## src/pcl_pkg.sv

```systemverilog
/*
 Shared constants, states and carriers of the parallel configuration
 load handshake. Assumes a 40 MHz system clock and a 32-bit data bus.
*/
package pcl_pkg;
    // System clock rate in kHz, 40 MHz
    localparam int CLK_KHZ      = 40000;
    // Power-on-reset delays in ms, the least of each window
    localparam int POR_FAST_MS  = 4;
    localparam int POR_STD_MS   = 100;
    // Power-on-reset counter width
    localparam int POR_CNT_W    = 24;

    // Register offsets, byte addresses
    localparam logic [4:0] OFS_CTRL = 5'h00;
    localparam logic [4:0] OFS_IMG  = 5'h04;
    localparam logic [4:0] OFS_STAT = 5'h08;
    localparam logic [4:0] OFS_WCNT = 5'h0c;
    localparam logic [4:0] OFS_IRQ  = 5'h10;
    localparam logic [4:0] OFS_MASK = 5'h14;
    localparam logic [4:0] OFS_LAST = 5'h18;

    // Values after reset
    localparam logic [3:0]  RST_RATIO = 4'h2;
    localparam logic [23:0] RST_IMG   = 24'h000010;
    localparam logic [3:0]  RST_MASK  = 4'h0;

    // Field positions
    localparam int INIT_EN_BIT  = 0;  // Option bit in the first word
    localparam int POR_SEL_BIT  = 0;  // Mode pin choosing fast delay
    // Falling edges that end initialization and enter user mode
    localparam logic [1:0] INIT_FALLS = 2'h2;

    // Interrupt bit positions
    localparam int IRQ_LOAD  = 0;
    localparam int IRQ_DONE  = 1;
    localparam int IRQ_USER  = 2;
    localparam int IRQ_ABORT = 3;
    localparam int IRQ_W     = 4;

    // Handshake states
    typedef enum logic [2:0] {
        ST_POR,
        ST_REQ,
        ST_LOAD,
        ST_INIT,
        ST_USER
    } pcl_state_t;

    // Pins coming from the host
    typedef struct packed {
        logic        request_n;
        logic        config_clock;
        logic [4:0]  mode_select_pins;
        logic [31:0] data;
    } pcl_pins_t;

    // Register port request
    typedef struct packed {
        logic        wr;
        logic        rd;
        logic [4:0]  addr;
        logic [31:0] wdata;
    } pcl_bus_t;
endpackage

```

## src/pcl_loader.sv

```systemverilog
/*
 Device end of the fast parallel configuration load handshake.
 Assumes host pins are asynchronous to mclk and that the host
 configuration clock is well below a quarter of the mclk rate.
*/
// Added by the designer: the register offsets and the strobed register port.
`timescale 1ns/1ps
module pcl_loader #(
    parameter int POR_FAST_CYC = pcl_pkg::POR_FAST_MS * pcl_pkg::CLK_KHZ,
    parameter int POR_STD_CYC  = pcl_pkg::POR_STD_MS * pcl_pkg::CLK_KHZ
) (
    input  wire logic              mclk,
    input  wire logic              arst_n,
    input  wire pcl_pkg::pcl_pins_t pins,
    input  wire logic              status_line_i,
    input  wire pcl_pkg::pcl_bus_t  bus,
    output logic [31:0]            rdata,
    output logic                   status_line_o,
    output logic                   status_line_oe,
    output logic                   load_done_o,
    output logic                   load_done_oe,
    output logic                   init_done_o,
    output logic                   init_done_oe,
    output logic                   irq
);
    // Counter end values for both delays
    localparam logic [pcl_pkg::POR_CNT_W-1:0] FAST_LIM =
        pcl_pkg::POR_CNT_W'(POR_FAST_CYC - 1);
    localparam logic [pcl_pkg::POR_CNT_W-1:0] STD_LIM =
        pcl_pkg::POR_CNT_W'(POR_STD_CYC - 1);

    // True in states where the status line is pulled low
    function automatic logic holds_status(input pcl_pkg::pcl_state_t s);
        holds_status = (s == pcl_pkg::ST_POR) || (s == pcl_pkg::ST_REQ);
    endfunction

    // True in states where the done line is pulled low
    function automatic logic holds_done(input pcl_pkg::pcl_state_t s);
        holds_done = (s == pcl_pkg::ST_POR) || (s == pcl_pkg::ST_REQ) ||
                     (s == pcl_pkg::ST_LOAD);
    endfunction

    // Synchroniser stages
    logic        req_s1_r;      // Request, first stage
    logic        req_s2_r;      // Request, synced
    logic        clk_s1_r;      // Config clock, first stage
    logic        clk_s2_r;      // Config clock, synced
    logic        clk_s3_r;      // Config clock, previous sample
    logic [31:0] dat_s1_r;      // Data, first stage
    logic [31:0] dat_s2_r;      // Data, synced
    logic [4:0]  ms_s1_r;       // Mode pins, first stage
    logic [4:0]  ms_s2_r;       // Mode pins, synced
    logic        st_s1_r;       // Status line, first stage
    logic        st_s2_r;       // Status line, synced

    // Handshake state
    pcl_pkg::pcl_state_t state_r;
    pcl_pkg::pcl_state_t state_nxt;
    logic [pcl_pkg::POR_CNT_W-1:0] por_cnt_r;  // Delay counter
    logic        mode_fast_r;   // Fast delay chosen
    logic [3:0]  rise_cnt_r;    // Rising edges inside a word
    logic [23:0] word_cnt_r;    // Words taken
    logic [23:0] word_cnt_nxt;
    logic [1:0]  fall_cnt_r;    // Falls after done
    logic [31:0] last_word_r;   // Most recent word

    // Pin drivers
    logic        status_oe_r;
    logic        done_oe_r;
    logic        init_oe_r;
    logic        low_r;         // Constant low drive level

    // Software registers
    logic [3:0]  ratio_r;       // Clocks per word
    logic [23:0] img_r;         // Words in the image
    logic [3:0]  irq_stat_r;    // Sticky events
    logic [3:0]  irq_mask_r;    // Event enables
    logic [31:0] rdata_r;
    logic        irq_r;

    // Decoded strobes
    logic        req_low;       // Host requests reconfiguration
    logic        rise;          // Config clock rising edge
    logic        fall;          // Config clock falling edge
    logic        grp_end;       // Last rising edge of a word
    logic        take;          // Word sampled now
    logic [3:0]  ev;            // Events this cycle

    assign req_low = !req_s2_r;
    assign rise    = clk_s2_r && !clk_s3_r;
    assign fall    = !clk_s2_r && clk_s3_r;
    // A ratio of zero or one ends each word on its own edge
    assign grp_end = rise && ((ratio_r <= 4'h1) ||
                     (rise_cnt_r == ratio_r - 4'h1));
    assign take    = rise && (rise_cnt_r == 4'h0) &&
                     (state_r == pcl_pkg::ST_LOAD);

    // Two-stage synchronisers for every host pin
    always_ff @(posedge mclk or negedge arst_n)
    begin
        if (!arst_n)
        begin
            req_s1_r <= 1'b1;
            req_s2_r <= 1'b1;
            clk_s1_r <= 1'b0;
            clk_s2_r <= 1'b0;
            clk_s3_r <= 1'b0;
            dat_s1_r <= 32'h0;
            dat_s2_r <= 32'h0;
            ms_s1_r  <= 5'h0;
            ms_s2_r  <= 5'h0;
            st_s1_r  <= 1'b1;
            st_s2_r  <= 1'b1;
        end
        else
        begin
            req_s1_r <= pins.request_n;
            req_s2_r <= req_s1_r;
            clk_s1_r <= pins.config_clock;
            clk_s2_r <= clk_s1_r;
            clk_s3_r <= clk_s2_r;
            dat_s1_r <= pins.data;
            dat_s2_r <= dat_s1_r;
            ms_s1_r  <= pins.mode_select_pins;
            ms_s2_r  <= ms_s1_r;
            st_s1_r  <= status_line_i;
            st_s2_r  <= st_s1_r;
        end
    end

    // Word count after this cycle
    always_comb
    begin
        word_cnt_nxt = word_cnt_r;
        if (state_r == pcl_pkg::ST_REQ || state_r == pcl_pkg::ST_POR)
            word_cnt_nxt = 24'h0;
        else if (take)
            word_cnt_nxt = word_cnt_r + 24'h1;
    end

    // Last fall count before user mode
    localparam logic [1:0] INIT_FALLS_M1 = pcl_pkg::INIT_FALLS - 2'h1;

    // Next handshake state
    always_comb
    begin
        state_nxt = state_r;
        case (state_r)
            // Power-on hold, request has no effect here
            pcl_pkg::ST_POR:
                if (por_cnt_r == (mode_fast_r ? FAST_LIM : STD_LIM))
                    state_nxt = pcl_pkg::ST_LOAD;
            // Request held low
            pcl_pkg::ST_REQ:
                if (!req_low)
                    state_nxt = pcl_pkg::ST_LOAD;
            // Streaming words
            pcl_pkg::ST_LOAD:
                if (req_low)
                    state_nxt = pcl_pkg::ST_REQ;
                else if (grp_end && word_cnt_nxt >= img_r)
                    state_nxt = pcl_pkg::ST_INIT;
            // Waiting for the start-up falls
            pcl_pkg::ST_INIT:
                if (req_low)
                    state_nxt = pcl_pkg::ST_REQ;
                else if (fall && fall_cnt_r == INIT_FALLS_M1)
                    state_nxt = pcl_pkg::ST_USER;
            // User operation
            pcl_pkg::ST_USER:
                if (req_low)
                    state_nxt = pcl_pkg::ST_REQ;
            default:
                state_nxt = pcl_pkg::ST_POR;
        endcase
    end

    // State register
    always_ff @(posedge mclk or negedge arst_n)
    begin
        if (!arst_n)
            state_r <= pcl_pkg::ST_POR;
        else
            state_r <= state_nxt;
    end

    // Power-on delay counter and captured mode pin
    always_ff @(posedge mclk or negedge arst_n)
    begin
        if (!arst_n)
        begin
            por_cnt_r   <= '0;
            mode_fast_r <= 1'b0;
        end
        else if (state_r == pcl_pkg::ST_POR)
        begin
            por_cnt_r   <= por_cnt_r + 1'b1;
            // Mode pins follow while the delay runs
            mode_fast_r <= ms_s2_r[pcl_pkg::POR_SEL_BIT];
        end
    end

    // Word sequencing on the config clock edges
    always_ff @(posedge mclk or negedge arst_n)
    begin
        if (!arst_n)
        begin
            rise_cnt_r  <= 4'h0;
            word_cnt_r  <= 24'h0;
            last_word_r <= 32'h0;
        end
        else
        begin
            word_cnt_r <= word_cnt_nxt;
            // Group counter runs only while loading
            if (state_r != pcl_pkg::ST_LOAD)
                rise_cnt_r <= 4'h0;
            else if (grp_end)
                rise_cnt_r <= 4'h0;
            else if (rise)
                rise_cnt_r <= rise_cnt_r + 4'h1;
            // Data sampled on the first edge of a word
            if (take)
                last_word_r <= dat_s2_r;
        end
    end

    // Falling edges counted after done is released
    always_ff @(posedge mclk or negedge arst_n)
    begin
        if (!arst_n)
            fall_cnt_r <= 2'h0;
        else if (state_r != pcl_pkg::ST_INIT)
            fall_cnt_r <= 2'h0;
        else if (fall)
            fall_cnt_r <= fall_cnt_r + 2'h1;
    end

    // Open-drain drivers of status, done and init lines
    always_ff @(posedge mclk or negedge arst_n)
    begin
        if (!arst_n)
        begin
            status_oe_r <= 1'b1;
            done_oe_r   <= 1'b1;
            init_oe_r   <= 1'b0;
            low_r       <= 1'b0;
        end
        else
        begin
            low_r       <= 1'b0;
            status_oe_r <= holds_status(state_nxt);
            done_oe_r   <= holds_done(state_nxt);
            // Init line pulled low once its option bit arrives
            if (take && word_cnt_r == 24'h0 &&
                dat_s2_r[pcl_pkg::INIT_EN_BIT])
                init_oe_r <= 1'b1;
            else if (state_nxt == pcl_pkg::ST_USER ||
                     state_nxt == pcl_pkg::ST_REQ)
                init_oe_r <= 1'b0;
        end
    end

    // Events of this cycle
    always_comb
    begin
        ev = 4'h0;
        ev[pcl_pkg::IRQ_LOAD]  = (state_nxt == pcl_pkg::ST_LOAD) &&
                                 (state_r != pcl_pkg::ST_LOAD);
        ev[pcl_pkg::IRQ_DONE]  = (state_nxt == pcl_pkg::ST_INIT) &&
                                 (state_r != pcl_pkg::ST_INIT);
        ev[pcl_pkg::IRQ_USER]  = (state_nxt == pcl_pkg::ST_USER) &&
                                 (state_r != pcl_pkg::ST_USER);
        ev[pcl_pkg::IRQ_ABORT] = (state_nxt == pcl_pkg::ST_REQ) &&
                                 (state_r != pcl_pkg::ST_REQ);
    end

    // Control registers written by software
    always_ff @(posedge mclk or negedge arst_n)
    begin
        if (!arst_n)
        begin
            ratio_r    <= pcl_pkg::RST_RATIO;
            img_r      <= pcl_pkg::RST_IMG;
            irq_mask_r <= pcl_pkg::RST_MASK;
        end
        else if (bus.wr)
        begin
            case (bus.addr)
                pcl_pkg::OFS_CTRL: ratio_r    <= bus.wdata[3:0];
                pcl_pkg::OFS_IMG:  img_r      <= bus.wdata[23:0];
                pcl_pkg::OFS_MASK: irq_mask_r <= bus.wdata[3:0];
                default:           ratio_r    <= ratio_r;
            endcase
        end
    end

    // Sticky events, a new event wins over a clear
    always_ff @(posedge mclk or negedge arst_n)
    begin
        if (!arst_n)
            irq_stat_r <= 4'h0;
        else if (bus.wr && bus.addr == pcl_pkg::OFS_IRQ)
            irq_stat_r <= (irq_stat_r & ~bus.wdata[3:0]) | ev;
        else
            irq_stat_r <= irq_stat_r | ev;
    end

    // Interrupt level
    always_ff @(posedge mclk or negedge arst_n)
    begin
        if (!arst_n)
            irq_r <= 1'b0;
        else
            irq_r <= |(irq_stat_r & irq_mask_r);
    end

    // Read data, valid the cycle after the strobe
    always_ff @(posedge mclk or negedge arst_n)
    begin
        if (!arst_n)
            rdata_r <= 32'h0;
        else if (bus.rd)
        begin
            case (bus.addr)
                pcl_pkg::OFS_CTRL: rdata_r <= {28'h0, ratio_r};
                pcl_pkg::OFS_IMG:  rdata_r <= {8'h0, img_r};
                pcl_pkg::OFS_STAT: rdata_r <= {22'h0, mode_fast_r,
                    st_s2_r, req_s2_r, init_oe_r, done_oe_r,
                    status_oe_r, 1'b0, state_r};
                pcl_pkg::OFS_WCNT: rdata_r <= {8'h0, word_cnt_r};
                pcl_pkg::OFS_IRQ:  rdata_r <= {28'h0, irq_stat_r};
                pcl_pkg::OFS_MASK: rdata_r <= {28'h0, irq_mask_r};
                pcl_pkg::OFS_LAST: rdata_r <= last_word_r;
                default:           rdata_r <= 32'h0;
            endcase
        end
        else
            rdata_r <= 32'h0;
    end

    // Outputs straight from flops
    assign rdata          = rdata_r;
    assign status_line_o  = low_r;
    assign status_line_oe = status_oe_r;
    assign load_done_o    = low_r;
    assign load_done_oe   = done_oe_r;
    assign init_done_o    = low_r;
    assign init_done_oe   = init_oe_r;
    assign irq            = irq_r;
endmodule

```

## config.mk

```make
export PLATFORM = sky130hd
export DESIGN_NAME = pcl_loader
export DESIGN_NICKNAME = d
export VERILOG_FILES = /design/src/pcl_pkg.sv /design/src/pcl_loader.sv
export SDC_FILE = /design/constraint.sdc
export NUM_CORES = 1
export LEC_CHECK = 0
export BUFFER_PORTS_ARGS = -buffer_cell sky130_fd_sc_hd__buf_2
export CAP_MARGIN = 30
export CORE_ASPECT_RATIO = 2
export CORE_MARGIN = 2
export CORE_UTILIZATION = 45
export CTS_CLUSTER_DIAMETER = 40
export CTS_CLUSTER_SIZE = 10
export DETAILED_ROUTE_END_ITERATION = 10
export PLACE_DENSITY_LB_ADDON = 0.05
export SLEW_MARGIN = 20
export SYNTH_ARGS = -nofsm -noshare
export SYNTH_HDL_FRONTEND = slang
export SYNTH_SLANG_ARGS = --single-unit
```

## constraint.sdc

```tcl
create_clock -name mclk -period 3.8 [get_ports mclk]
set_input_delay 0 -clock mclk [delete_from_list [all_inputs] [get_ports mclk]]
set_output_delay 0 -clock mclk [all_outputs]
set_load 0.1 [all_outputs]
```

==> results of run 1 <==
-- cells by family (layout without fill, tap and decap cells) --
| family | after synthesis | after routing | share of synthesized area |
|---|---|---|---|
| xor+xnor | 54 | 54 | 0.04785 |
| compound gates | 92 | 92 | 0.06178 |
| other cells | 1 | 3 | 0.0003794 |
| flops | 235 | 235 | 0.5959 |
| mux | 86 | 86 | 0.09696 |
| simple gates | 240 | 240 | 0.1262 |
| buf+inv | 69 | 279 | 0.03038 |
| fa+ha+maj | 32 | 32 | 0.04051 |
-- routing by layer --
| metal | wire, um | share of wire |
|---|---|---|
| met1 | 8203 | 0.35 |
| met2 | 13600 | 0.57 |
| met3 | 990 | 0.042 |
| met5 | 0 | 0 |
| met4 | 937 | 0.039 |
-- worst max path at each step --
stage	slack [ns]	end
detailed placement	0.30	irq_stat_r[3]
finish	0.30	irq_stat_r[3]
floorplan	0.80	irq_stat_r[3]
global placement	0.39	irq_stat_r[3]
CTS	0.28	irq_stat_r[3]
global route	0.05	irq_stat_r[3]
-- final cells by class --
class / instances / area [um2]
Sequential cell: 235 / 5891
Fill cell: 1809 / 9291
Multi-Input combinational cell: 507 / 3702
Timing Repair Buffer: 188 / 1348
Clock buffer: 47 / 792.0
Inverter: 40 / 150.1
Tap cell: 273 / 341.6
Clock inverter: 4 / 70.07
-- sequential cells by signal, summed over array words and instances (netlist names), 24 cells and up --
name	count
rdata	32
img_r	24
last_word_r	32
dat_s1_r	32
por_cnt_r	24
dat_s2_r	32
word_cnt_r	24
-- worst max-delay path, cell delays in order, from the launching register on --
cell and delay [ns]:
dfrtp_1 0.44, and4_1 0.30, nand4_2 0.22, nor4_4 0.40, nand4_1 0.16, xor2_1 0.16
nor2_1 0.08, ha_1 0.32, nand4_1 0.17, nor4_1 0.33, a21oi_1 0.11, o22ai_1 0.31
nand2_1 0.16, o31ai_1 0.25
-- where the power goes --
part           total (W)  switching, W  internal (W)
Clock            0.00248      0.000997       0.00148
Sequential       0.00270     0.0000768       0.00263
Combinational   0.000526      0.000301      0.000224
Total            0.00571       0.00138       0.00433
-- through the flow --
| step | util | cell area (um2) | cells | power [W] | setup WS, ns |
|---|---|---|---|---|---|
| after floorplan | - | 9892 | 811 | 0.003005 | 0.8034 |
| after global placement | 0.4975 | 10740 | 1174 | 0.003205 | 0.3901 |
| after detailed placement | 0.4975 | 10740 | 1174 | 0.003223 | 0.3021 |
| after CTS | 0.5690 | 12280 | 1293 | 0.005796 | 0.2805 |
| after global routing | 0.5696 | 12290 | 1294 | 0.005964 | 0.05377 |
| final | 0.5696 | 12290 | 1294 | 0.005709 | 0.3004 |
-- what timing repair did --
item,4_1_cts,5_1_grt
hold endpoints to repair,180,0
resized for setup,0,1
setup endpoints to repair,0,1
hold buffers,68,0
-- placed cells by master, fill, tap and decap left out, drive strengths merged, types with 6 or more instances in the layout --
master	instances
ha	32
mux2	68
dfrtp	227
nor4	9
nor3	10
nand4	17
mux2i	17
inv	40
a22oi	16
o21ai	33
clkbuf	47
xnor2	28
nand3	26
a21oi	12
xor2	26
nand2	64
buf	120
and3	11
o22a	6
dlygate4sd3	68
dfstp	8
nor2	73
==> results.yml, run 1 <==
outcome:
  status: "complete, no violations"
floorplanning:
  start_util: 0.4579
  core_mm2: 0.02159
  pin_count: 120
  rows: 76
  die_area_mm2: 0.02324
  die_h_um: 213.6
  die_width_um: 108.8
placement:
  gp_congestion: 0.8826
  numPortBuffers: 104
  dp_hpwl_mm: 17.02
sta:
  rsz0062_at_grt: "false"
  period_share: 0.9209
  setup_viol: 0
  finalHoldViolCount: 0
  holdWs_ns: 0.02571
  period_needed_ns: 3.500
  tightest_slew_ns: 0.8272
  drv_slew: 0
  setup_tns_ns: 0
  max_freq_ghz: 0.2857
  slew-limit-headroom: 0.4485
  finClkSkew_ns: 0.01421
route:
  wire_per_inst_um: 18.34
  via_count: 6712
  ant_nets: 0
  drtIter0Drc: 305
  dr.pass1.iters: 5
  remaining_drc_errors: 0
  vias_per_cell: 5.187
  wirelength_mm: 23.73
critical_path:
  reg2reg_from: "word_cnt_r[4]"
  end_kind: "flop"
  reg2reg_to: "irq_stat_r[3]"
  crit_type: "flop to flop"
  reg2reg_depth: 13
  cp.required_ns: 4.27
  r2r_slack_ns: 0.30
  cp_data_arrival_time_ns: 3.97
  startpoint_type: "flop"
  startpoint: "word_cnt_r[4]"
  path_max_fanout: 6
layout:
  num_antenna_cells: 0
  drive_gt1_frac: 0.2400
  nets: 1113
  area_delta_synth_final_pct: 24.38
logic_synthesis:
  synth-edff-count: 0
  synthFlopType: "dfrtp_1"
  ys_types: 64
  synth_top_cell_by_area: "dfrtp_1"
  synth.area.top_cells: "dfrtp_1 (57%), mux2_2 (7.7%), ha_1 (4.1%)"
  ys_warn_count: 0
  synth.avg_cell_area_um2: 12.22
  yosysMostFrequentCell: "dfrtp_1"
  synth_top_area_frac: 0.5747
  syn_inst: 809
  synthArstFlopShare: 1.000
  synthesis.area_mm2: 0.009884
  ys_seq_elements: 235
  yosys-top-cells-count: "dfrtp_1 (227), nor2_1 (70), mux2_2 (68)"
  seq_area_frac_synth: 0.5959
power:
  powerDensity_mw_per_mm2: 464.4
  ir_worst_vdd_v: 0.0003238
  leakage_nw: 5.754
global_routing:
  grt_pass1_wl_mm: 37.38
  met1_usage: 0.2157
  use_met3: 0.03161
  grt_usage: 0.2116
  grt_start_max_net_pins: 102
  grt_pass1_vias: 7291
  grt_remaining_overflow: 0
  grt_use_met2: 0.4131
  top_usage_layer: "met2"
  antenna_found_initial: 0
clock_tree:
  tritoncts: "built"
  cts_buffer_depth: 3
  cts_setup_buffers: 0
  clkLatencyLatePin_ns: 0.56
  cts_buffers: 28
  cts.sinks: 235
  htree_levels: 1
  clk_pin_slew_ns: 0.06
  cts-root-buf: "clkbuf_16"
hold_path:
  worstHoldPathType: "primary input to async pin"
flow_run:
  drv_cap: 0
Power figures use the tool's default switching activity.
==> run 2: changes to the inputs <==
- CORE_ASPECT_RATIO: 2 -> 1.1
==> results.yml, run 2 (same netlist as run 1, synthesis figures left out) <==
outcome:
  status: "complete, no violations"
placement:
  place_area_mm2: 0.01074
  numPortBuffers: 104
  gp_congestion: 0.8433
  dp_hpwl_mm: 15.50
critical_path:
  startpoint_type: "flop"
  startpoint: "word_cnt_r[4]"
  critical_path.slowest_cell: "dfrtp_1"
  reg2reg_to: "irq_stat_r[3]"
  reg2reg_depth: 13
  cp_data_arrival_time_ns: 3.98
  r2r_slack_ns: 0.24
  end_kind: "flop"
  critPathMaxStageDelay_ns: 0.43
  path_max_fanout: 6
  cpLargestDelayFamily: "simple AND/OR/NAND/NOR gates"
  cp.required_ns: 4.21
  reg2reg_from: "word_cnt_r[4]"
  path_buf_inv: 0
  cp_common_cell: "nand4_1"
  cp_cell_sequence: "and4_1 > nand4_2 > nor4_4 > nand4_1 > xor2_1 > nor2_1 > ha_1 > nand4_1 > nor4_1 > a21oi_1 > o22ai_1 > nand2_1 > o31ai_1"
  crit_type: "flop to flop"
power:
  total_power_w: 0.006877
  leakage_nw: 6.004
  ir_worst_vdd_v: 0.0003991
  powerDensity_mw_per_mm2: 537.1
route:
  via_count: 6824
  vias_per_cell: 5.139
  ant_nets: 0
  wirelength_mm: 22.69
  remaining_drc_errors: 0
  top_layer: "met4"
  met2_length_mm: 10.71
  dr_wl_met3_mm: 1.289
  drtIter0Drc: 306
  dr.pass1.iters: 4
  wl_met1_mm: 10.17
  wire_per_inst_um: 17.08
sta:
  drv_slew: 0
  max_freq_ghz: 0.2806
  period_share: 0.9379
  setup_tns_ns: 0
  slew-limit-headroom: 0.4213
  tightest_slew_ns: 0.8680
  period_needed_ns: 3.564
  rsz0062_at_grt: "false"
  finClkSkew_ns: 0.01733
  finalHoldViolCount: 0
  setup_viol: 0
hold_path:
  worstHoldPathCells: 5
  holdPathEnd: "irq_stat_r[2]"
  worst_hold_startpoint: "bus[34]"
  worstHoldPathType: "primary input to flop"
global_routing:
  grt_usage: 0.1994
  antenna_found_initial: 0
  grt_pass1_vias: 7126
  grt_start_max_net_pins: 115
  grt_remaining_overflow: 0
  grt_pass1_wl_mm: 37.21
layout:
  final_cell_mix: "dfrtp_1 (227), buf_2 (103), nor2_1 (70), mux2_2 (68), dlygate4sd3_1 (67)"
  fillers: 1779
  drive_gt1_frac: 0.2601
  area_delta_synth_final_pct: 29.53
  multi_input_area_mm2: 0.003701
  finalInstanceArea_mm2: 0.01280
  seq_area_mm2: 0.005891
  final_common_cell: "dfrtp_1"
  num_antenna_cells: 0
  nets: 1121
clock_tree:
  clk_pin_slew_ns: 0.05
  ctsResizeCount: 0
  clkLatencyLatePin_ns: 0.51
  tritoncts: "built"
  cts-root-buf: "clkbuf_16"
  cts_setup_buffers: 0
  cts.sinks: 235
  htree_levels: 2
  cts_buffers: 38
  cts_buffer_depth: 3
floorplanning:
  core_mm2: 0.02144
  rows: 56
  start_util: 0.4610
  die_area_mm2: 0.02317
  die_width_um: 145.3
  die_h_um: 159.4
  pin_count: 120
flow_run:
  drv_cap: 0
[run 2: cell count changes in the layout (fill, tap and decap cells not counted), sizes merged]
| cell | change |
|---|---|
| buf | -1 |
| bufinv | +5 |
| clkbuf | +11 |
| clkinv | +1 |
| dlygate4sd3 | -1 |
| inv | +2 |
[run 2: worst max-delay path by stage]
stage	endpoint	slack [ns]	cells past startpoint
after global routing	irq_stat_r[3]	0.02	13
after floorplan	irq_stat_r[3]	0.80	14
after detailed placement	irq_stat_r[3]	0.22	13
final	irq_stat_r[3]	0.24	13
after CTS	irq_stat_r[3]	0.22	13
after global placement	irq_stat_r[3]	0.28	13
[run 2: metrics by stage]
step	worst slack, ns	hold slack, ns	utilization	cells
floorplan	0.8034	-0.2956	-	811
global placement	0.2798	0.1064	0.5009	1190
detailed placement	0.2241	0.1062	0.5009	1190
CTS	0.2183	0.06447	0.5966	1327
global route	0.01928	0.1026	0.5972	1328
finish	0.2361	0.09265	0.5972	1328
[run 2: timing repair]
action | CTS | global route
endpoints found under the hold margin | 191 | 0
setup endpoints to repair | 0 | 1
hold buffers | 67 | 0
[run 2: final cells by class]
class	count	share of cell area
clock buffer	58	0.08883
clock inverter	12	0.01906
inverter	40	0.01173
multi-input combinational	507	0.2891
sequential	235	0.4601
tap	290	0.02834
timing repair buffer	186	0.1029
[run 2: where the power goes]
group	internal (W)	switching, W	leakage (nW)	total [W]
Clock	0.00248	0.00118	0.673	0.00366
Sequential	0.00263	0.0000750	3.03	0.00270
Combinational	0.000224	0.000288	2.30	0.000512
[run 2: metal layers]
metal  up-vias  track usage
li1       3195            -
met1      3376       0.2715
met2       210       0.3236
met3        43      0.04212
met4         0      0.06016
met5         -            0
[run 2: worst min-delay path, cell delays in order]
cell and delay (ns):
buf_2 0.23, nor3_1 0.15, nand2_1 0.08, nand2_1 0.05
o21ai_0 0.06
==> run 3: changes to the inputs <==
- CORE_UTILIZATION: 45 -> 30
- RECOVER_POWER: not set -> 100
==> results.yml, run 3 (same netlist as run 1, synthesis figures left out) <==
sta:
  finalHoldViolCount: 0
  finClkSkew_ns: 0.02586
  drv_slew: 109
  tightest_slew_ns: 2.911
  slew-limit-headroom: -0.9406
  setup_viol: 0
  rsz0062_at_grt: "false"
  setup_tns_ns: 0
  holdWs_ns: 0.1056
  max_freq_ghz: 0.2906
  period_share: 0.9054
  period_needed_ns: 3.441
critical_path:
  end_kind: "flop"
  reg2reg_from: "word_cnt_r[10]"
  cp_data_arrival_time_ns: 3.84
  path_max_fanout: 7
  path_buf_inv: 2
  cpLargestDelayFamily: "simple AND/OR/NAND/NOR gates"
  cp_cell_sequence: "and4_1 > nand3_1 > nor4_4 > buf_4 > nand2_1 > xor2_1 > nor2_1 > ha_1 > nand4_1 > nor4_2 > a21oi_1 > o22ai_1 > buf_4 > nand2_1 > o31ai_1"
  startpoint_type: "flop"
  reg2reg_depth: 15
  critPathMaxStageDelay_ns: 0.46
  critical_path.slowest_cell: "dfrtp_1"
  crit_type: "flop to flop"
  r2r_slack_ns: 0.36
  crit_cells: 15
  cp.required_ns: 4.20
  reg2reg_to: "irq_stat_r[3]"
placement:
  numPortBuffers: 104
  dp_hpwl_mm: 17.14
  place_area_mm2: 0.01098
  gp_congestion: 0.7472
hold_path:
  worstHoldPathCells: 5
  holdPathEnd: "irq_stat_r[1]"
  worst_hold_startpoint: "bus[34]"
  worstHoldPathType: "primary input to flop"
route:
  ant_nets: 0
  drtIter0Drc: 367
  via_count: 6606
  dr.pass1.iters: 4
  remaining_drc_errors: 0
  vias_per_cell: 4.488
  wire_per_inst_um: 17.08
  wirelength_mm: 25.15
layout:
  seq_area_mm2: 0.005891
  nets: 1131
  multi_input_area_mm2: 0.003675
  fillers: 3214
  final_cell_mix: "dfrtp_1 (227), nor2_1 (72), mux2_2 (68), dlygate4sd3_1 (66)"
  finalInstanceArea_mm2: 0.01296
  num_antenna_cells: 0
  drive_gt1_frac: 0.2228
  area_delta_synth_final_pct: 31.16
  final_common_cell: "dfrtp_1"
global_routing:
  grt_pass1_vias: 7016
  grt_pass1_wl_mm: 40.10
  grt_usage: 0.1505
  antenna_found_initial: 0
  grt_remaining_overflow: 0
  grt_start_max_net_pins: 101
clock_tree:
  cts-root-buf: "clkbuf_16"
  htree_levels: 2
  tritoncts: "built"
  cts.sinks: 235
  cts_buffer_depth: 3
  cts_buffers: 41
  clk_pin_slew_ns: 0.05
  clkLatencyLatePin_ns: 0.52
floorplanning:
  die_width_um: 177.1
  start_util: 0.3053
  die_h_um: 194.4
  rows: 69
  core_mm2: 0.03237
  die_area_mm2: 0.03442
  pin_count: 120
flow_run:
  drv_cap: 3
power:
  clockPowerShare: 0.541
  p_switching_w: 0.001644
  netSwitchingFraction: 0.2346
  pwr-share-comb: 0.074
  ir_worst_vdd_v: 0.0002643
  leakage_nw: 5.864
  powerDensity_mw_per_mm2: 540.5
  p_seq_frac: 0.385
  total_power_w: 0.007008
  p_int_w: 0.005364
outcome:
  status: "finished with violations"
  violations: "max-capacitance violations, max-slew violations"
## run 3: cell count changes in the layout (fill, tap and decap cells not counted), moves of 3 or more
| cell | change |
|---|---|
| clkbuf_8 | -5 |
| buf_2 | -39 |
| clkbuf_1 | +42 |
| clkinv_4 | +5 |
| clkbuf_16 | +3 |
## run 3: cell type report
class,instances,area share
clock buffers,51,0.08676
clock inverters,20,0.02393
inverters,40,0.01158
multi-input cells,507,0.2834
flip-flops and latches,235,0.4544
well taps,426,0.04111
repair buffers,193,0.09882
## run 3: power by group through the flow
stage | logic, W | registers [W] | clock network [W]
CTS | 0.000532 | 0.00270 | 0.00390
global route | 0.000579 | 0.00272 | 0.00401
floorplan | 0.000258 | 0.00275 | 0
global placement | 0.000476 | 0.00274 | 0
finish | 0.000516 | 0.00270 | 0.00379
detailed placement | 0.000476 | 0.00274 | 0
## run 3: metrics by stage
| step | utilization | std cells | setup slack (ns) |
|---|---|---|---|
| 4_1_cts | 0.4039 | 1470 | 0.03664 |
| 2_1_floorplan | - | 811 | 0.8034 |
| 5_1_grt | 0.4005 | 1472 | 0.03576 |
| 3_3_place_gp | 0.3388 | 1332 | 0.1352 |
| 3_5_place_dp | 0.3391 | 1333 | 0.1030 |
| 6_report | 0.4005 | 1472 | 0.3594 |
## run 3: worst register-to-register path, delay by kind of cell (launching register included)
family	cells	cell delay [ns]
compound gates	3	0.56
xor+xnor	1	0.14
fa+ha+maj	1	0.33
buf+inv	2	0.34
flops	1	0.46
simple gates	8	1.49
## run 3: repair_timing
item	4_1_cts	5_1_grt
gates resized for setup	0	2
endpoints found under the setup margin	0	4
endpoints found under the hold margin	264	0
setup buffers	0	2
hold buffers	66	0
## run 3: per-layer routing
metal / track usage / wire length [um] / up-vias
met5: 0 / 0 / -
met4: 0.04255 / 423 / 0
met3: 0.03169 / 1362 / 35
met2: 0.2309 / 11420 / 134
met1: 0.2142 / 11940 / 3218
li1: - / - / 3219
## run 3: worst max-delay path by stage
stage,startpoint,to,slack (ns)
3_3_place_gp,word_cnt_r[6],irq_stat_r[3],0.14
4_1_cts,word_cnt_r[6],irq_stat_r[3],0.04
2_1_floorplan,state_r[2],irq_stat_r[3],0.80
6_report,word_cnt_r[10],irq_stat_r[3],0.36
3_5_place_dp,word_cnt_r[6],irq_stat_r[3],0.10
5_1_grt,arst_n,word_cnt_r[20],0.04
